==> src/csba_regs.svh <==
// Purpose: constants for the compare-skip and decimal-adjust unit
// Assumes: included by bare name, definitions only
// Notes: offsets are APB byte addresses
`ifndef CSBA_REGS_SVH
`define CSBA_REGS_SVH
// ----------------------------------------------------------------
// register map
// ----------------------------------------------------------------
`define CSBA_CTRL_OFF 12'h000
`define CSBA_BANK_OFF 12'h004
`define CSBA_STAT_OFF 12'h008
`define CSBA_CTRL_EXT_BIT 0
`define CSBA_CTRL_RST 32'h0000_0000
`define CSBA_EXT_RST 1'b0
`define CSBA_BANK_LSB 0
`define CSBA_BANK_W 4
`define CSBA_BANK_RST 4'h0
`define CSBA_STAT_SQ_BIT 0
`define CSBA_STAT_TAKEN_BIT 1
`define CSBA_STAT_LEFT_LSB 2
`define CSBA_STAT_W_LSB 8
// ----------------------------------------------------------------
// instruction encodings and datapath constants
// ----------------------------------------------------------------
`define CSBA_OP_GT 7'h32
`define CSBA_OP_LT 7'h30
`define CSBA_OP_DAW 16'h0007
`define CSBA_ACC_SPLIT 8'h60
`define CSBA_IDX_MAX 8'h5f
`define CSBA_ACC_HIGH 4'hf
`define CSBA_BCD_MAX 5'h09
`define CSBA_BCD_FIX 5'h06
`define CSBA_LO_MAX 4'h9
`define CSBA_LO_FIX 4'h6
`define CSBA_SKIP_ONE 2'h1
`define CSBA_SKIP_TWO 2'h2
`endif

==> src/csba_pkg.sv <==
// Purpose: types shared by the compare-skip and decimal-adjust unit
// Assumes: nothing beyond the constants header
// Notes: phases and operations are one-hot
package csba_pkg;
	// ----------------------------------------------------------------
	// bus carriers
	// ----------------------------------------------------------------
	typedef struct packed {
		logic psel;
		logic penable;
		logic pwrite;
		logic [11:0] paddr;
		logic [31:0] pwdata;
	} csba_apb_req_t;
	typedef struct packed {
		logic pready;
		logic pslverr;
		logic [31:0] prdata;
	} csba_apb_rsp_t;
	// ----------------------------------------------------------------
	// sequencing
	// ----------------------------------------------------------------
	typedef enum logic [3:0] {
		CSBA_Q1 = 4'b0001,
		CSBA_Q2 = 4'b0010,
		CSBA_Q3 = 4'b0100,
		CSBA_Q4 = 4'b1000
	} csba_phase_t;
	typedef enum logic [3:0] {
		CSBA_NONE = 4'b0001,
		CSBA_GT = 4'b0010,
		CSBA_LT = 4'b0100,
		CSBA_DAW = 4'b1000
	} csba_op_t;
endpackage

==> src/csba_core.sv <==
// Purpose: execute unsigned compare-skip and decimal adjust
// Assumes: sys_clk 100 MHz, four phases per instruction cycle
// Notes: datapath values arrive as inputs, results leave as strobes
// Notes on behaviour
// RL1 - a word whose top seven bits are 0110010 is compare_skip_if_greater.
// RL2 - greater compare is unsigned and squashes the next word if f > W.
// RL3 - a word whose top seven bits are 0110000 is compare_skip_if_less.
// RL4 - less compare is unsigned and squashes the next word if f < W.
// RL5 - neither compare ever writes a status flag.
// RL6 - a compare is one word, one cycle, or two when it skips.
// RL7 - a skip over a two-word instruction takes three cycles in all.
// RL8 - a skipped cycle writes nothing in any phase.
// RL9 - bank bit zero picks the access bank, one picks the bank register.
// RL10 - greater compare uses indexed offset for a=0, ext on, f <= 95.
// RL11 - decimal adjust adds 6 to the low nibble if above 9 or digit carry.
// RL12 - high nibble becomes hi+dc+6 if hi+dc above 9 or carry, else hi+dc.
// RL13 - decimal adjust has no operand and works on W in one cycle.
// RL14 - decimal adjust sets carry on high overflow and keeps a set carry.
// RL15 - the skip is decided in the compare cycle, before any later write.
`timescale 1ns/1ps
`include "csba_regs.svh"
module csba_core (
	input wire logic sys_clk, // core clock
	input wire logic sys_rst, // async reset, high
	input wire csba_pkg::csba_apb_req_t apb_req, // apb request
	output csba_pkg::csba_apb_rsp_t apb_rsp, // apb answer
	input wire logic instr_valid, // fetched word present in q1
	input wire logic [15:0] instr_word, // fetched word
	input wire logic next_two_word, // prefetched word is two-word
	input wire logic [7:0] working_register, // current W
	input wire logic carry_in, // current carry flag
	input wire logic digit_carry_flag, // current digit carry
	input wire logic [11:0] index_base, // index pointer base
	input wire logic [7:0] file_rdata, // file byte, valid in q2
	output logic [3:0] phase, // one-hot current phase
	output logic [11:0] file_addr, // file address in q2
	output logic file_rd, // file read strobe in q2
	output logic [7:0] working_register_wdata, // new W value
	output logic working_register_we, // W write in q4
	output logic carry_wdata, // new carry value
	output logic carry_we, // carry write in q4
	output logic squash // current cycle is discarded
);
	import csba_pkg::*;

	// ----------------------------------------------------------------
	// state
	// ----------------------------------------------------------------
	csba_phase_t ph;
	csba_op_t op;
	logic [7:0] operand;
	logic [1:0] skip_left;
	logic skip_taken;
	logic ext_en;
	logic [3:0] bank_select_register;
	logic [7:0] last_w;
	logic [11:0] next_addr;
	logic cmp_gt;
	logic cmp_lt;
	logic [3:0] lo;
	logic [4:0] hi_sum;
	logic [4:0] hi_fix;
	logic [7:0] adj_w;
	logic adj_c;
	csba_op_t next_op;
	logic [31:0] rd_word;
	logic rd_ok;
	logic acc;
	logic wr_hit;

	// ----------------------------------------------------------------
	// decode
	// ----------------------------------------------------------------
	// only the three opcodes this unit owns; all else is NONE
	always_comb begin
		next_op = CSBA_NONE;
		if (instr_word[15:9] == `CSBA_OP_GT) begin
			next_op = CSBA_GT; // RL1
		end else if (instr_word[15:9] == `CSBA_OP_LT) begin
			next_op = CSBA_LT; // RL3
		end else if (instr_word == `CSBA_OP_DAW) begin
			next_op = CSBA_DAW; // RL13
		end
	end

	// ----------------------------------------------------------------
	// operand address
	// ----------------------------------------------------------------
	// bit 8 is the bank bit, bits 7:0 the file address
	// taken from the fetched word so the address stands for all of q2
	always_comb begin
		if (instr_word[8]) begin
			next_addr = {bank_select_register, instr_word[7:0]}; // RL9
		end else if (next_op == CSBA_GT && ext_en &&
			instr_word[7:0] <= `CSBA_IDX_MAX) begin
			// indexed offset wraps inside the 12-bit space
			next_addr = index_base + {4'h0, instr_word[7:0]}; // RL10
		end else if (instr_word[7:0] < `CSBA_ACC_SPLIT) begin
			next_addr = {4'h0, instr_word[7:0]}; // RL9
		end else begin
			next_addr = {`CSBA_ACC_HIGH, instr_word[7:0]}; // RL9
		end
	end

	// ----------------------------------------------------------------
	// compare and decimal adjust
	// ----------------------------------------------------------------
	// plain 8-bit magnitude compare, no sign
	assign cmp_gt = operand > working_register; // RL2
	assign cmp_lt = operand < working_register; // RL4

	// nibble corrections kept separate, no low carry into high
	always_comb begin
		lo = working_register[3:0];
		if (working_register[3:0] > `CSBA_LO_MAX ||
			digit_carry_flag) begin
			lo = working_register[3:0] + `CSBA_LO_FIX; // RL11
		end
		hi_sum = {1'b0, working_register[7:4]} +
			{4'h0, digit_carry_flag}; // RL12
		hi_fix = hi_sum;
		if (hi_sum > `CSBA_BCD_MAX || carry_in) begin
			hi_fix = hi_sum + `CSBA_BCD_FIX; // RL12
		end
		adj_w = {hi_fix[3:0], lo};
		adj_c = carry_in | hi_fix[4]; // RL14
	end

	// ----------------------------------------------------------------
	// phase sequencer
	// ----------------------------------------------------------------
	// free running q1..q4, one instruction cycle per turn
	always_ff @(posedge sys_clk or posedge sys_rst) begin
		if (sys_rst) begin
			ph <= CSBA_Q1;
		end else begin
			case (ph)
			CSBA_Q1: ph <= CSBA_Q2;
			CSBA_Q2: ph <= CSBA_Q3;
			CSBA_Q3: ph <= CSBA_Q4;
			CSBA_Q4: ph <= CSBA_Q1;
			default: ph <= CSBA_Q1;
			endcase
		end
	end

	always_ff @(posedge sys_clk or posedge sys_rst) begin
		if (sys_rst) begin
			phase <= 4'b0001;
		end else begin
			// mirrors the next sequencer state, so port equals ph
			case (ph)
			CSBA_Q1: phase <= CSBA_Q2;
			CSBA_Q2: phase <= CSBA_Q3;
			CSBA_Q3: phase <= CSBA_Q4;
			CSBA_Q4: phase <= CSBA_Q1;
			default: phase <= CSBA_Q1;
			endcase
		end
	end

	// ----------------------------------------------------------------
	// instruction latch and operand read
	// ----------------------------------------------------------------
	// a squashed cycle never latches its word, so it does nothing
	always_ff @(posedge sys_clk or posedge sys_rst) begin
		if (sys_rst) begin
			op <= CSBA_NONE;
		end else if (ph == CSBA_Q1) begin
			if (instr_valid && !squash) begin // RL8
				op <= next_op;
			end else begin
				op <= CSBA_NONE; // RL8
			end
		end else if (ph == CSBA_Q4) begin
			op <= CSBA_NONE;
		end
	end

	// address out for all of q2, byte caught at the end of q2
	always_ff @(posedge sys_clk or posedge sys_rst) begin
		if (sys_rst) begin
			file_addr <= 12'h000;
			file_rd <= 1'b0;
			operand <= 8'h00;
		end else begin
			case (ph)
			CSBA_Q1: begin
				file_rd <= 1'b0;
			end
			CSBA_Q2: begin
				file_rd <= 1'b0;
				if (op == CSBA_GT || op == CSBA_LT) begin
					operand <= file_rdata; // RL6
				end
			end
			CSBA_Q4: begin
				file_rd <= 1'b0;
			end
			default: begin
				file_rd <= 1'b0;
			end
			endcase
			// drive the address one edge ahead of q2
			if (ph == CSBA_Q1 && instr_valid && !squash &&
				(next_op == CSBA_GT || next_op == CSBA_LT)) begin
				file_rd <= 1'b1;
				file_addr <= next_addr; // RL9 RL10
			end
		end
	end

	// ----------------------------------------------------------------
	// skip control
	// ----------------------------------------------------------------
	// decided at the end of q3 of the compare cycle itself
	always_ff @(posedge sys_clk or posedge sys_rst) begin
		if (sys_rst) begin
			skip_left <= 2'h0;
			skip_taken <= 1'b0;
			squash <= 1'b0;
		end else if (ph == CSBA_Q3 &&
			((op == CSBA_GT && cmp_gt) ||
			(op == CSBA_LT && cmp_lt))) begin
			skip_taken <= 1'b1; // RL15
			skip_left <= next_two_word ? `CSBA_SKIP_TWO :
				`CSBA_SKIP_ONE; // RL7
		end else if (ph == CSBA_Q3 &&
			(op == CSBA_GT || op == CSBA_LT)) begin
			skip_taken <= 1'b0; // RL6
		end else if (ph == CSBA_Q4) begin
			if (squash) begin
				squash <= (skip_left != `CSBA_SKIP_ONE); // RL7
				skip_left <= skip_left - `CSBA_SKIP_ONE;
			end else begin
				squash <= (skip_left != 2'h0); // RL6
			end
		end
	end

	// ----------------------------------------------------------------
	// result strobes
	// ----------------------------------------------------------------
	// only decimal adjust writes; compares touch no flag
	always_ff @(posedge sys_clk or posedge sys_rst) begin
		if (sys_rst) begin
			working_register_wdata <= 8'h00;
			working_register_we <= 1'b0;
			carry_wdata <= 1'b0;
			carry_we <= 1'b0;
			last_w <= 8'h00;
		end else if (ph == CSBA_Q3 && op == CSBA_DAW) begin
			working_register_wdata <= adj_w; // RL13
			working_register_we <= 1'b1; // RL13
			carry_wdata <= adj_c; // RL14
			carry_we <= 1'b1; // RL14
			last_w <= adj_w;
		end else begin
			working_register_we <= 1'b0; // RL5
			carry_we <= 1'b0; // RL5
		end
	end

	// ----------------------------------------------------------------
	// apb slave
	// ----------------------------------------------------------------
	// one wait state: pready rises in the second access cycle
	assign acc = apb_req.psel && apb_req.penable;
	assign wr_hit = acc && apb_rsp.pready && apb_req.pwrite;

	always_comb begin
		rd_word = 32'h0000_0000;
		rd_ok = 1'b1;
		case (apb_req.paddr)
		`CSBA_CTRL_OFF: rd_word[`CSBA_CTRL_EXT_BIT] = ext_en;
		`CSBA_BANK_OFF: begin
			rd_word[`CSBA_BANK_LSB +: `CSBA_BANK_W] =
				bank_select_register;
		end
		`CSBA_STAT_OFF: begin
			rd_word[`CSBA_STAT_SQ_BIT] = squash;
			rd_word[`CSBA_STAT_TAKEN_BIT] = skip_taken;
			rd_word[`CSBA_STAT_LEFT_LSB +: 2] = skip_left;
			rd_word[`CSBA_STAT_W_LSB +: 8] = last_w;
		end
		default: rd_ok = 1'b0;
		endcase
	end

	always_ff @(posedge sys_clk or posedge sys_rst) begin
		if (sys_rst) begin
			apb_rsp <= '0;
		end else if (acc && !apb_rsp.pready) begin
			apb_rsp.pready <= 1'b1;
			apb_rsp.pslverr <= !rd_ok;
			apb_rsp.prdata <= apb_req.pwrite ? 32'h0000_0000 : rd_word;
		end else begin
			apb_rsp <= '0;
		end
	end

	// writable control; status is read only
	always_ff @(posedge sys_clk or posedge sys_rst) begin
		if (sys_rst) begin
			ext_en <= `CSBA_EXT_RST;
			bank_select_register <= `CSBA_BANK_RST;
		end else if (wr_hit) begin
			if (apb_req.paddr == `CSBA_CTRL_OFF) begin
				ext_en <= apb_req.pwdata[`CSBA_CTRL_EXT_BIT];
			end
			if (apb_req.paddr == `CSBA_BANK_OFF) begin
				bank_select_register <=
					apb_req.pwdata[`CSBA_BANK_LSB +: `CSBA_BANK_W];
			end
		end
	end
endmodule

==> config.mk <==
export PLATFORM = sky130hd
export DESIGN_NAME = csba_core
export DESIGN_NICKNAME = d
export VERILOG_FILES = /design/src/csba_pkg.sv /design/src/csba_core.sv
export VERILOG_INCLUDE_DIRS = /design/src /design/src/src
export SDC_FILE = /design/constraint.sdc
export NUM_CORES = 1
export LEC_CHECK = 0
export ABC_AREA = 1
export BUFFER_PORTS_ARGS = -buffer_cell sky130_fd_sc_hd__buf_2
export CORE_MARGIN = 2
export CORE_UTILIZATION = 49
export CTS_CLUSTER_DIAMETER = 120
export DETAILED_ROUTE_END_ITERATION = 7
export GPL_TIMING_DRIVEN = 1
export PLACE_DENSITY_LB_ADDON = 0.15
export SLEW_MARGIN = 20
export SYNTH_ARGS = -nofsm -noshare
export SYNTH_HDL_FRONTEND = slang
export SYNTH_SLANG_ARGS = --single-unit
==> constraint.sdc <==
create_clock -name sys_clk -period 2.4 [get_ports sys_clk]
set_input_delay 0.24 -clock sys_clk [delete_from_list [all_inputs] [get_ports sys_clk]]
set_output_delay 0.24 -clock sys_clk [all_outputs]
set_load 0.1 [all_outputs]
# == After elaboration in Yosys (flattened, before gate mapping) ==
# Index checks and enable logic that the tools add are counted.
# Widths: inputs -> output; s select.
# totals
ff_bits,82
inputBits,97
output_inout_bits,63
elab_cells,109
# classes
add_sub_neg,5
n_lt_le_gt_ge,6
n_eq_ne,16
mux,28
bitwise,3
n_reduce_logical,35
# op_table
cell,count
$mux 12,3
$mux 34,1
$mux 4,7
$eq 16x3->1 const B,1
$mux 16,1
$logic_and 1x1->1,15
$eq 7x6->1 const B,2
$add 12x8->12,1
$eq 12x3->1 const B,1
$eq 12x4->1 const B,1
$eq 4x2->1 const B,3
$eq 4x3->1 const B,3
$logic_not 12->1,1
$pmux 4 s3,1
$mux 2,5
$reduce_bool 2->1,5
$eq 4x4->1 const B,2
$gt 8x8->1,1
$le 8x7->1 const B,1
$lt 8x7->1 const B,1
$lt 8x8->1,1
$mux 8,1
$mux 1,6
$pmux 3 s2,1
other kinds (18),28

# == Logic depth before layout (Yosys ltp) ==
# depth
depth_word,9
ltp_mapped,15
mapped_depth_nobuf,15

# == Worst setup path before layout ==
# OpenSTA, ideal clock, no wires.
# synth_path
path_kind,reg-to-reg
startpoint,"register, netlist name phase[2]"
endpoint,register last_w[2]
setup_time_ps,126
t_arrival_ps,1893
required_ps,2274
slack_ps,381
stages_incl_launch_ff,6
path_buffers,0
period_less_slack_ps,2019
path_cell_list,dfrtp_1 nand3_1 nor4_4 o21ai_0 a21oi_1 a21oi_1
# synth_lines
element,line,text
"end signal, assigned",csba_core.sv:257,last_w <= adj_w;
"end, declared",csba_core.sv:56,logic [7:0] last_w;

==> impl_metrics.tcl <==
set metrics [dict create \
    p_total_mw 2.78 \
    grt_pass1_wl_mm 14.7 \
    synth_compound_area_frac 0.0926 \
    drive_gt1_frac 0.257 \
    synth_top_family_by_area "simple AND/OR/NAND/NOR gates" \
    die_area_sq_um 8530 \
    run_status "complete, no violations" \
    pre_cts_slack_ns 0.408 \
    vias 3454 \
    drt-pass1-iter-count 5 \
    cts-root-buf "sky130_fd_sc_hd__clkbuf_8" \
    drtIter0Drc 192 \
    number_of_global_route_vias_before_repair 3288 \
    post_cts.repair.setup_buffers 0 \
    cp-end-kind "flip-flop" \
    final_antenna_net_count 0 \
    initial_core_util 0.500 \
    tightest_slew_ns 0.657 \
    timing.critical_path.mode_cell "sky130_fd_sc_hd__a21oi_1" \
    holdCritStartpoint "file_rdata[1]" \
    grt_overflow 0 \
    fin_setup_tns_ns 0 \
    fp.dieH_microns 92.3 \
    yosysSeqAreaShare 0.406 \
    average_routed_wire_per_standard_cell_microns 12.5 \
    drcViolationCount 0 \
    io_buffer_count 111 \
    max_stage_delay_ns 0.58 \
    post_syn_area_per_cell_sq_um 7.93 \
    cts_made_buffers 9 \
    min_period_ns 1.85 \
    row_count 32 \
    grt_antenna_before_repair 0 \
    grt_start_max_net_pins 26 \
    htree_num_levels 3 \
    reg2reg_setup_slack_ns 0.55 \
    synth_largest_area_cell "sky130_fd_sc_hd__dfrtp_1" \
    power_density_nw_per_um2 601 \
    clkSinkCount 62 \
    finalHoldWorstSlack_ns 0.128 \
    clock_tree_from_tritoncts "yes" \
    regToRegEndpoint "file_addr[3]" \
    setup-violations-final 0 \
    worstPathCellList "inv_1 > nor3_4 > nand2_2 > nor2_8 > inv_2 > a21oi_1 > a21oi_1" \
    gpl.final_weighted_congestion 0.844 \
    finalClockSkew_ns 0.0106 \
    synthXorXnorAreaFrac 0.0160 \
    yosysWarningCount 0 \
    yosys.area_share.simple 0.261 \
    synth_top_cells_by_area "sky130_fd_sc_hd__dfrtp_1 39%, sky130_fd_sc_hd__nand2_1 9.7%, sky130_fd_sc_hd__ha_1 7.2%" \
    synth_cell_type_count 35 \
    cp_max_fo 17 \
    clk_path_buf_depth 2 \
    nNetsFinal 721 \
    drv.max_cap_violation_count 0 \
    synth_top_area_frac 0.393 \
    drt-vias-per-instance 4.88 \
    clock_latency_ns 0.34 \
    synthesis.area_sq_um 3820 \
    synthesis.instances 482 \
    post_synth_mux_area_share 0.0295 \
    total_leakage_power_nw 2.59 \
    coreArea_sq_um 7650 \
    worst_ep_required_time_ns 2.63 \
    holdCritPathClass "input pin to flip-flop" \
    clkSlewWorstSetupHoldPaths_ns 0.08 \
    finalMaxSlewViolations 0 \
    boundaryPins 160 \
    setup.worst_path.class "flip-flop to flip-flop" \
    worst_slew_margin_rel 0.559 \
    holdPathStages 2 \
    worst_slack_ns 0.554 \
    synthesis_stage_register_bit_count 62 \
    setup.worst_path.start_class "flip-flop" \
    worst_ir_drop_vdd_v 0.000360 \
    num_antenna_cells 0 \
    hold_viol 0 \
    routed_wl_mm 8.83 \
    cpMaxStageDelayCell "sky130_fd_sc_hd__dfstp_2" \
    fmax_mhz 542 \
    gr_usage_total 0.215 \
    final.period_utilization 0.769 \
    holdPathEnd "operand[1]" \
    dp_hpwl_mm 7.00 \
    worstReg2RegStart "phase[0]" \
    area_growth_pct 20.9 \
    worstRegToRegCells 7 \
    crit_arrival_ns 2.07 \
    die-width_microns 92.3 \
    rsz0062_at_grt "false" \
    synth-adder-area-share 0.0772 \
]
## critical path, delay by kind of cell, from the launching register on
family	cells	cell delay, ns
simple gates	3	0.69
compound gates	2	0.24
flops	1	0.58
buf+inv	2	0.23
## worst max path at each step
stage                             start      endpoint  slack [ns]  cells past startpoint
finish                         phase[0]  file_addr[3]        0.55                      7
global route                   phase[0]  file_addr[4]        0.37                      7
CTS                            phase[0]  file_addr[8]        0.54                      7
detailed placement  working_register[4]     last_w[7]        0.41                     12
global placement    working_register[4]     last_w[7]        0.50                     12
floorplan                      phase[2]     last_w[2]        0.38                      5
## per-layer routing
metal  part of all wire  GRT usage  wire [microns]
met5                  0          0               0
met4              0.013     0.0585             113
met1               0.48      0.302            4250
met3              0.056     0.0480             490
met2               0.45      0.339            3970
## layout by cell type (no fill, tap or decap), types with 10 or more instances in the layout
cell	n
sky130_fd_sc_hd__buf_2	111
sky130_fd_sc_hd__nand2_1	99
sky130_fd_sc_hd__inv_1	67
sky130_fd_sc_hd__dfrtp_1	60
sky130_fd_sc_hd__nor2_1	45
sky130_fd_sc_hd__a21oi_1	37
sky130_fd_sc_hd__nand3_1	37
sky130_fd_sc_hd__ha_1	22
sky130_fd_sc_hd__o21ai_0	21
sky130_fd_sc_hd__conb_1	20
sky130_fd_sc_hd__nand4_1	10
sky130_fd_sc_hd__mux2_2	10
## sequential cells by signal, summed over array words and instances (netlist names), 2 cells and up
| name | flops |
|---|---|
| apb_rsp | 14 |
| op | 4 |
| file_addr | 12 |
| skip_left | 2 |
| last_w | 8 |
| bank_select_register | 4 |
| operand | 8 |
| phase | 4 |
## synth_stat cells, drive strengths merged
cell type  number
nand2         102
inv            70
dfrtp          60
nor2           46
a21oi          37
nand3          37
buf            24
ha             22
o21ai          21
nor3           12
mux2           10
nand4          10
nor4            4
xor2            4
a21o            3
o22ai           3
or2             3
xnor2           3
dfstp           2
nand3b          2
o21bai          2
a21boi          1
clkbuf          1
conb            1
fa              1
nor3b           1
## kinds of logic (layout without fill, tap and decap cells)
logic type,Yosys count,after routing
multiplexers,10,10
AO/OA/AOI/OAI,67,67
buffers and inverters,95,200
AND/OR/NAND/NOR,217,217
other,1,20
adder cells (fa/ha/maj),23,23
XOR/XNOR,7,7
flip-flops,62,62
## final cells by class
class                   count  area [sq um]
repair buffers            114           581
well taps                 102           128
multi-input cells         344          1900
clock buffers               9           124
flip-flops and latches     62          1550
fillers                   745          3020
clock inverters             7          80.1
inverters                  70           263
## through the flow
stage / util / std cells / instance area, sq um
6_report: 0.605 / 708 / 4620
5_1_grt: 0.605 / 708 / 4620
4_1_cts: 0.605 / 708 / 4620
3_5_place_dp: 0.577 / 691 / 4410
3_3_place_gp: 0.577 / 691 / 4410
2_1_floorplan: - / 501 / 3890
## what timing repair did
item	in CTS	in global routing
resized for setup	0	0
endpoints found under the hold margin	14	0
hold buffers	1	0
setup endpoints to repair	0	0
## report_power, final
group / switching [mW] / internal [mW] / total (mW)
combinational: 0.528 / 0.178 / 0.707
clock: 0.455 / 0.492 / 0.946
sequential: 0.0385 / 1.09 / 1.13
total: 1.02 / 1.76 / 2.78
Power figures use the tool's default switching activity.
